==> config.mk <==
export PLATFORM = sky130hd
export DESIGN_NAME = pmsr_regs
export DESIGN_NICKNAME = d
export VERILOG_FILES = /design/src/pmsr_pkg.sv /design/src/pmsr_regs.sv /design/src/pmsr_irq_flags.sv
export SDC_FILE = /design/constraint.sdc
export NUM_CORES = 1
export LEC_CHECK = 0
export ABC_AREA = 1
export BUFFER_PORTS_ARGS = -buffer_cell sky130_fd_sc_hd__buf_2
export CAP_MARGIN = 20
export CORE_ASPECT_RATIO = 0.75
export CORE_UTILIZATION = 51
export CTS_CLUSTER_DIAMETER = 60
export CTS_CLUSTER_SIZE = 14
export DETAILED_ROUTE_END_ITERATION = 10
export PLACE_DENSITY = 0.83
export SYNTH_ARGS = -nofsm -noshare
export SYNTH_HDL_FRONTEND = slang
export SYNTH_SLANG_ARGS = --single-unit
==> constraint.sdc <==
create_clock -name clk_i -period 1.4 [get_ports clk_i]
set_input_delay 0.21 -clock clk_i [delete_from_list [all_inputs] [get_ports clk_i]]
set_output_delay 0.21 -clock clk_i [all_outputs]
set_load 0.01 [all_outputs]
==> src/pmsr_pkg.sv <==
package pmsr_pkg;
  // Register addresses (5-bit management register space)
  localparam logic [4:0] ADDR_OPMODE_OVR = 5'h16;
  localparam logic [4:0] ADDR_OPMODE_STAT = 5'h17;
  localparam logic [4:0] ADDR_EXP_CTRL = 5'h18;
  localparam logic [4:0] ADDR_IRQ_CTRL_STAT = 5'h1b;
  // Override register fields
  localparam int OVR_B2B_BIT = 6;
  localparam int OVR_NAND_BIT = 5;
  localparam int OVR_RMII_BIT = 1;
  localparam logic [15:0] OVR_RESET = 16'h0002;
  localparam logic [15:0] OVR_RW_MASK = 16'h007f;
  // Strap status fields
  localparam int STAT_ADDR_LSB = 13;
  localparam int STAT_RMII_BIT = 1;
  // Expanded control
  localparam int EXP_PWRDN_DIS_BIT = 11;
  localparam logic [15:0] EXP_RESET = 16'h0801;
  // Interrupt control/status
  localparam int IRQ_EN_LSB = 8;
  localparam int IRQ_NUM = 8;
  localparam logic [7:0] IRQ_EN_RESET = 8'h00;
  // Management addresses selectable by strap
  localparam logic [4:0] PHY_ADDR_LOW = 5'h00;
  localparam logic [4:0] PHY_ADDR_HIGH = 5'h03;
  // Access sequencer states
  typedef enum logic [2:0] {
    ST_IDLE = 3'b001,
    ST_READ = 3'b010,
    ST_WRITE = 3'b100
  } pmsr_state_t;
endpackage

==> src/pmsr_regs.sv <==
`timescale 1ns/1ps
module pmsr_regs
  import pmsr_pkg::*;
(
  // Clock and reset
  input wire logic clk_i,
  input wire logic srst_i,
  // Strap pins, sampled in the cycle reset is released
  input wire logic [1:0] phy_address_strap_i,
  input wire logic rmii_strap_i,
  // Management register access (from the MDIO frame engine)
  input wire logic req_i,
  input wire logic we_i,
  input wire logic [4:0] addr_i,
  input wire logic [15:0] wdata_i,
  output logic ack_o,
  output logic [15:0] rdata_o,
  // Interrupt events, one-cycle pulses
  // Bit order: 7 jabber, 6 rx error, 5 page, 4 par fault, 3 lp ack,
  // 2 link down, 1 remote fault, 0 link up
  input wire logic [7:0] irq_event_i,
  // Mode outputs
  output logic back_to_back_o,
  output logic pin_chain_test_o,
  output logic rmii_mode_o,
  output logic energy_detect_powerdown_en_o,
  output logic [4:0] mgmt_phy_addr_o,
  output logic irq_o
);
  logic [15:0] ovr;
  logic [15:0] exp;
  logic [7:0] irq_en;
  logic [1:0] addr_strap;
  logic rmii_strap;
  logic strap_taken;
  logic [7:0] flags;
  pmsr_state_t state;
  pmsr_state_t next_state;

  // One comparator shape for every register select, so read and write decode agree
  function automatic logic reg_hit(input logic [4:0] a, input logic [4:0] target);
    return a == target;
  endfunction

  ////////////////////////////////////////////////////////////////////////
  // Decode
  // The requester holds the address until ack, so it is decoded in the read
  // and write states instead of being captured when the request is taken
  wire hit_ovr = reg_hit(addr_i, ADDR_OPMODE_OVR);
  wire hit_stat = reg_hit(addr_i, ADDR_OPMODE_STAT);
  wire hit_exp = reg_hit(addr_i, ADDR_EXP_CTRL);
  wire hit_irq = reg_hit(addr_i, ADDR_IRQ_CTRL_STAT);
  wire do_wr = (state == ST_WRITE);
  wire do_rd = (state == ST_READ);
  wire wr_ovr = do_wr && hit_ovr;
  wire wr_exp = do_wr && hit_exp;
  wire wr_irq = do_wr && hit_irq;
  // The strap status register has no write path at all
  wire rd_clear = do_rd && hit_irq;

  ////////////////////////////////////////////////////////////////////////
  // Read and write data
  // Only address 0 or 3 exist: a strap of 01/10 collapses to its high bit
  wire [4:0] strap_addr = addr_strap[1] ? PHY_ADDR_HIGH : PHY_ADDR_LOW;
  wire [15:0] stat_word = (16'(addr_strap) << STAT_ADDR_LSB)
                        | (16'(rmii_strap) << STAT_RMII_BIT);
  // Flags sit in the low byte beside their enables
  wire [15:0] irq_word = {irq_en, flags};
  wire [15:0] rd_mux = hit_ovr ? ovr :
                       hit_stat ? stat_word :
                       hit_exp ? exp :
                       hit_irq ? irq_word : 16'h0000;
  // Reserved override bits above the mode field are dropped and read back as zero
  wire [15:0] ovr_wdata = wdata_i & OVR_RW_MASK;
  // Writes to the flag byte are ignored; flags only clear by being read
  wire [7:0] irq_en_wdata = wdata_i[IRQ_EN_LSB +: IRQ_NUM];

  ////////////////////////////////////////////////////////////////////////
  // Mode pin next values
  wire next_back_to_back = ovr[OVR_B2B_BIT];
  wire next_pin_chain_test = ovr[OVR_NAND_BIT];
  // Back-to-back relies on the controller also setting the RMII override;
  // the override can only force RMII on, never undo an RMII strap
  wire next_rmii_mode = ovr[OVR_RMII_BIT] | rmii_strap;
  wire next_powerdown_en = !exp[EXP_PWRDN_DIS_BIT];

  ////////////////////////////////////////////////////////////////////////
  // Access sequencer
  // A request is taken only when idle; one raised during an access is dropped
  always_comb begin
    next_state = ST_IDLE;
    case (state)
      ST_IDLE: begin
        if (!req_i) begin
          next_state = ST_IDLE;
        end else if (we_i) begin
          next_state = ST_WRITE;
        end else begin
          next_state = ST_READ;
        end
      end
      ST_READ: next_state = ST_IDLE;
      ST_WRITE: next_state = ST_IDLE;
      default: next_state = ST_IDLE;
    endcase
  end

  always_ff @(posedge clk_i) begin
    if (srst_i) begin
      state <= ST_IDLE;
    end else begin
      state <= next_state;
    end
  end

  // Ack trails the access state by one flop so that it comes from a register
  always_ff @(posedge clk_i) begin
    if (srst_i) begin
      ack_o <= 1'b0;
    end else begin
      ack_o <= do_rd || do_wr;
    end
  end

  // Read data holds until the next read, so a slow requester may take it late
  always_ff @(posedge clk_i) begin
    if (srst_i) begin
      rdata_o <= 16'h0000;
    end else if (do_rd) begin
      rdata_o <= rd_mux;
    end
  end

  ////////////////////////////////////////////////////////////////////////
  // Registers
  always_ff @(posedge clk_i) begin
    if (srst_i) begin
      ovr <= OVR_RESET;
    end else if (wr_ovr) begin
      ovr <= ovr_wdata;
    end
  end

  always_ff @(posedge clk_i) begin
    if (srst_i) begin
      exp <= EXP_RESET;
    end else if (wr_exp) begin
      exp <= wdata_i;
    end
  end

  always_ff @(posedge clk_i) begin
    if (srst_i) begin
      irq_en <= IRQ_EN_RESET;
    end else if (wr_irq) begin
      irq_en <= irq_en_wdata;
    end
  end

  // Straps are caught on the first clocked edge after reset release; a strap
  // that moves later has no effect until the next reset
  always_ff @(posedge clk_i) begin
    if (srst_i) begin
      strap_taken <= 1'b0;
      addr_strap <= 2'b00;
      rmii_strap <= 1'b0;
    end else if (!strap_taken) begin
      strap_taken <= 1'b1;
      addr_strap <= phy_address_strap_i;
      rmii_strap <= rmii_strap_i;
    end
  end

  ////////////////////////////////////////////////////////////////////////
  // Mode outputs
  always_ff @(posedge clk_i) begin
    if (srst_i) begin
      back_to_back_o <= 1'b0;
      pin_chain_test_o <= 1'b0;
      rmii_mode_o <= 1'b1;
      energy_detect_powerdown_en_o <= 1'b0;
      mgmt_phy_addr_o <= PHY_ADDR_LOW;
    end else begin
      back_to_back_o <= next_back_to_back;
      pin_chain_test_o <= next_pin_chain_test;
      rmii_mode_o <= next_rmii_mode;
      energy_detect_powerdown_en_o <= next_powerdown_en;
      mgmt_phy_addr_o <= strap_addr;
    end
  end

  ////////////////////////////////////////////////////////////////////////
  // Interrupt flags
  pmsr_irq_flags #(
    .N(IRQ_NUM)
  ) u_flags (
    .clk_i(clk_i),
    .srst_i(srst_i),
    .event_i(irq_event_i),
    .rd_clear_i(rd_clear),
    .enable_i(irq_en),
    .flags_o(flags),
    .irq_o(irq_o)
  );
endmodule

==> src/pmsr_irq_flags.sv <==
`timescale 1ns/1ps
module pmsr_irq_flags
  import pmsr_pkg::*;
#(
  parameter int N = IRQ_NUM
) (
  // Clock and reset
  input wire logic clk_i,
  input wire logic srst_i,
  // Events and read-clear
  input wire logic [N-1:0] event_i,
  input wire logic rd_clear_i,
  input wire logic [N-1:0] enable_i,
  // Status
  output logic [N-1:0] flags_o,
  output logic irq_o
);
  logic [N-1:0] next_flags;

  // A fresh event wins over the clear caused by a read
  assign next_flags = rd_clear_i ? event_i : (flags_o | event_i);

  always_ff @(posedge clk_i) begin
    if (srst_i) begin
      flags_o <= '0;
      irq_o <= 1'b0;
    end else begin
      flags_o <= next_flags;
      irq_o <= |(next_flags & enable_i);
    end
  end
endmodule

* Word-level counts from Yosys, hierarchy flattened
Index checks and enable logic that the tools add are counted. W data, S select, Z words.
Storage, ports and cells: flip-flop bits (word level) 73, output and inout bits 27, logic and storage cells 45
Operators by class: equal/unequal tests 7, mux-type cells 8, bitwise gates (word level) 6, reduce and logical (&&, ||, !) cells 8
Operators by type and width (number):
- $mux W16 | 4
- $eq A5 B5 Y1 const B | 4
- $or A15 B2 Y15 | 1
- $and A8 B8 Y8 | 1
- $mux W8 | 1
- $or A8 B8 Y8 | 1
- $reduce_or A8 Y1 | 1
- $logic_and A1 B1 Y1 | 4
- $eq A3 B1 Y1 const B | 1
- $eq A3 B2 Y1 const B | 1
- $eq A3 B3 Y1 const B | 1
- $mux W3 | 1
- $reduce_or A3 Y1 | 1
- $mux W2 | 1
- $not A1 Y1 | 2
- $logic_not A1 Y1 | 1
- $logic_or A1 B1 Y1 | 1
- $mux W1 | 1
- $or A1 B1 Y1 | 1

* Longest topological paths before layout
word-level depth 5, depth in mapped cells 10

* Hierarchy
From an unflattened synthesis, not the netlist that was laid out.
Unflattened totals: cell total of the unflattened synthesis 399, area total of the unflattened synthesis 2860.2 sq um
Modules (own cells, without submodules):
- pmsr_regs | instances 1, cells an instance 341, area an instance 2484.9 sq um, sequential area each 1201.2 sq um
- pmsr_irq_flags | instances 1, cells an instance 58, area an instance 375.4 sq um, sequential area each 180.2 sq um

* Worst setup path before layout
OpenSTA, ideal clock, no wires.
path type register to register, start point register state[2], end point register exp[10], setup time 0.116 ns, data arrival time 1.136 ns, data required time 1.284 ns, path slack 0.149 ns, stages on the path, launching flop included 9, buffers on the path 1, cells stage by stage dfxtp_1 -> inv_2 -> nor3_4 -> inv_2 -> nor2_8 -> inv_4 -> buf_6 -> nor2_1 -> nor2_1
Between the ends: cells in the longest elaborated chain, start to end 2
Ends and longest elaborated chain:
- from (decl) | RTL line pmsr_regs.sv:37 | pmsr_state_t state;
- from (signal assigned) | RTL line pmsr_regs.sv:112 | state <= next_state;
- $eq A3 B3 Y1 | RTL line pmsr_regs.sv:53 | wire do_wr = (state == ST_WRITE);
- $logic_and A1 B1 Y1 | RTL line pmsr_regs.sv:56 | wire wr_exp = do_wr && hit_exp;
- to (signal assigned) | RTL line pmsr_regs.sv:148 | exp <= wdata_i;
- to (decl) | RTL line pmsr_regs.sv:31 | logic [15:0] exp;
No other way between the ends. A chain may end at the register's enable or synchronous reset.

* Final worst setup path
start point register state[0], end point register u_flags.irq_o
Between the ends: cells in the longest elaborated chain, start to end 5
Ends and longest elaborated chain:
- $eq A3 B2 Y1 | RTL line pmsr_regs.sv:54 | wire do_rd = (state == ST_READ);
- $logic_and A1 B1 Y1 | RTL line pmsr_regs.sv:59 | wire rd_clear = do_rd && hit_irq;
- $mux W8 | RTL line pmsr_irq_flags.sv:21 | assign next_flags = rd_clear_i ? event_i : (flags_o | event_i);
- $and A8 B8 Y8 | RTL line pmsr_irq_flags.sv:29 | irq_o <= |(next_flags & enable_i);
- $reduce_or A8 Y1 | RTL line pmsr_irq_flags.sv:29
- to (signal assigned) | RTL line pmsr_irq_flags.sv:29
- to (decl) | RTL line pmsr_irq_flags.sv:16 | output logic irq_o
No other way between the ends.

==> impl_metrics.py <==
metrics = {
    "timing": {
        "setup_viol": 0,
        "finalSetupTns_ns": 0,
        "hold_viol": 0,
        "finalCritPeriodShare_pct": 97.0,
        "min_period_ns": 1.36,
        "fin_skew_ns": 0.00542,
        "drv_slew": 0,
        "timing.fmax_mhz": 736,
    },
    "power_and_ir_drop": {
        "cellInternalPower_mw": 3.31,
        "total_power_mw": 4.23,
        "power.share.switching_pct": 21.7,
        "power_switching_uw": 919,
        "power.density_nw_per_um2": 1240,
        "power_leakage_nw": 1.56,
        "irDropWorstVdd_mv": 0.730,
        "p_seq_share_pct": 47.7,
        "p_clk_share_pct": 47.0,
        "combPwrFrac_pct": 5.3,
    },
    "detailed_routing": {
        "totalWireLength_mm": 6.86,
        "drtAntennaViolNets": 0,
        "viasPerCell": 5.14,
        "drc": 0,
        "wire_per_inst_um": 13.8,
        "first_pass_iters": 5,
        "dr.first_iter.drc_count": 171,
        "vias": 2562,
    },
    "clock_network": {
        "path_clk_slew_ns": 0.07,
        "root_buffer": "clkbuf_8",
        "cts_made_buffers": 9,
        "h-tree-depth": 3,
        "cts_buffer_depth": 2,
        "clkLatencyLatePin_ns": 0.36,
        "cts_tree": "done",
        "clock-sinks": 69,
    },
    "setup_path": {
        "cp.buffers_inverters": 1,
        "critPathKind": "flip-flop to flip-flop",
        "endpoint_kind": "flip-flop",
        "cpMostUsedCell": "nand2_1",
        "critical_path.top_delay_family": "simple AND/OR/NAND/NOR gates",
        "crit_chain": "inv_2 -> nand2_2 -> nor2_4 -> nand2_4 -> nand2_2 -> nand2_1 -> nand2_1 -> nand2_1 -> nor2_1 -> a21oi_1",
        "cp_max_fo": 8,
        "cp.arrival_ns": 1.59,
        "required_ns": 1.63,
        "crit_path_start_kind": "flip-flop",
        "max_stage_delay_ns": 0.34,
        "crit_slowest_cell": "dfxtp_2",
    },
    "placement": {
        "hpwlAfterDp_mm": 4.75,
        "dp_cells": 481,
        "io_buffers": 59,
        "gp_congestion": 0.826,
    },
    "floorplanning": {
        "fp.coreArea_um2": 5040,
        "num_rows": 22,
        "die_y_um": 65.7,
        "die_area_um2": 5720,
        "die_w_um": 87.0,
        "num_io_pins": 63,
        "initial_core_util_pct": 54.8,
    },
    "synth": {
        "synth_flop_cell": "dfxtp_1",
        "yosys.area.top_type": "dfxtp_1",
        "netlist_top_cells_area": "dfxtp_1 (50%), nand2_1 (9.8%), nor2_1 (6.9%)",
        "yosysMostFrequentCell": "nand2_1",
        "ys_seq_elements": 69,
        "async_flop_share_pct": 0,
        "netlist_instances": 355,
        "syn_area_per_cell_um2": 7.78,
        "synth_edf_count": 0,
        "synthTopCellsByCount": "nand2_1 (72), dfxtp_1 (69), nor2_1 (51)",
        "seq_area_frac_synth_pct": 50.0,
        "yosys.cell_types.count": 30,
        "yosysWarnings": 0,
        "syn_area_um2": 2760,
        "netlist.area_leader.share_pct": 50.0,
    },
    "cells_and_area": {
        "syn_to_final_growth_pct": 23.1,
        "antenna_cells": 0,
        "final_cells": 498,
        "n_fill_cell": 434,
        "fin_nets": 457,
        "final_layout_size_suffix_gt1_share_pct": 27.0,
    },
    "hold_path": {
        "hp-class": "input port to flip-flop",
    },
    "global_route": {
        "gr-usage-all-layers_pct": 26.8,
        "grt_start_max_net_pins": 45,
        "grt_first_pass_wirelength_mm": 11.3,
        "grt-ovfl-total": 0,
        "antenna_found_initial": 0,
        "grt_pass1_vias": 2435,
    },
    "outcome": {
        "status": "finished, final reports clean",
    },
    "flow_run": {
        "drv_cap": 0,
    },
}
==> layout make-up <==
type | count | area (um2) | area share [%]
Tap cell | 72 | 90.1 | 2.65
Inverter | 34 | 133 | 3.90
Clock buffer | 10 | 138 | 4.05
Timing Repair Buffer | 70 | 390 | 11.5
Sequential cell | 69 | 1380 | 40.7
Multi-Input combinational cell | 237 | 1160 | 34.0
Clock inverter | 6 | 110 | 3.24
==> cells in the final DEF, fill, tap and decap left out, types with 2 or more instances in the layout <==
cell type,Yosys,final
a21oi_1,38,38
a31oi_1,6,6
buf_2,2,59
buf_4,4,10
bufinv_16,0,3
clkbuf_8,0,10
clkinvlp_4,0,2
conb_1,1,3
dfxtp_1,69,67
dfxtp_2,0,2
inv_1,27,26
inv_2,5,6
inv_4,2,2
nand2_1,72,64
nand2_2,1,9
nand3_1,4,4
nor2_1,51,51
nor2_4,4,4
o211ai_1,4,4
o21ai_0,37,37
o21ai_1,6,6
==> registers in the layout (all words and copies together), names as in the netlist <==
name	count
exp	16
state	3
irq_en	8
addr_strap	2
u_flags.irq_o	1
u_flags.flags_o	8
ack_o	1
energy_detect_powerdown_en_o	1
ovr	7
pin_chain_test_o	1
rmii_mode_o	1
rmii_strap	1
strap_taken	1
mgmt_phy_addr_o	1
rdata_o	16
back_to_back_o	1
==> timing repair <==
item,CTS,global route
hold buffers,0,0
resized for setup,0,11
buffers inserted,0,1
setup endpoints to repair,0,2
==> power groups by stage <==
stage               Sequential [mW]  Clock, mW  Combinational, mW
global placement               2.06          0              0.208
global route                   2.02       2.12              0.249
detailed placement             2.06          0              0.213
finish                         2.02       1.99              0.223
floorplan                      2.06          0              0.115
CTS                            2.01       2.01              0.215
==> logic make-up (layout without fill, tap and decap cells) <==
group                  Yosys count  after routing  synth area share [%]
AOI/OAI and AO/OA               94             94                  18.1
buffers and inverters           51            120                  9.10
DFF                             69             69                  50.0
other                            1              3                 0.136
and+or+nand+nor                140            140                  22.7
==> stage by stage <==
step,hold WS (ns),area [um2],setup slack (ns),utilization (%)
2_1_floorplan,0.279,2770,0.149,-
3_3_place_gp,0.381,3120,-0.00622,62.0
3_5_place_dp,0.385,3120,-0.0837,62.0
4_1_cts,0.00779,3370,0.0163,66.9
5_1_grt,0.0130,3400,-0.00532,67.5
6_report,0.00437,3400,0.0417,67.5
==> worst paths after layout <==
kind                                        to      from  cells after the start  slack (ns)
setup / recovery                 u_flags.irq_o  state[0]                     10        0.04
hold / removal                        state[1]      we_i                      2       0.004
setup reg to reg                 u_flags.irq_o  state[0]                     10        0.04
hold reg to reg   energy_detect_powerdown_en_o   exp[11]                      1        0.45
==> routing by layer <==
layer,vias to the layer above,share of wire (%),GRT usage (%)
met4,0,1.7,8.13
met2,101,47,44.7
met5,-,0,0
met3,15,8.6,9.42
met1,1169,43,32.5
li1,1277,-,-
(Power assumes the default switching activity.)
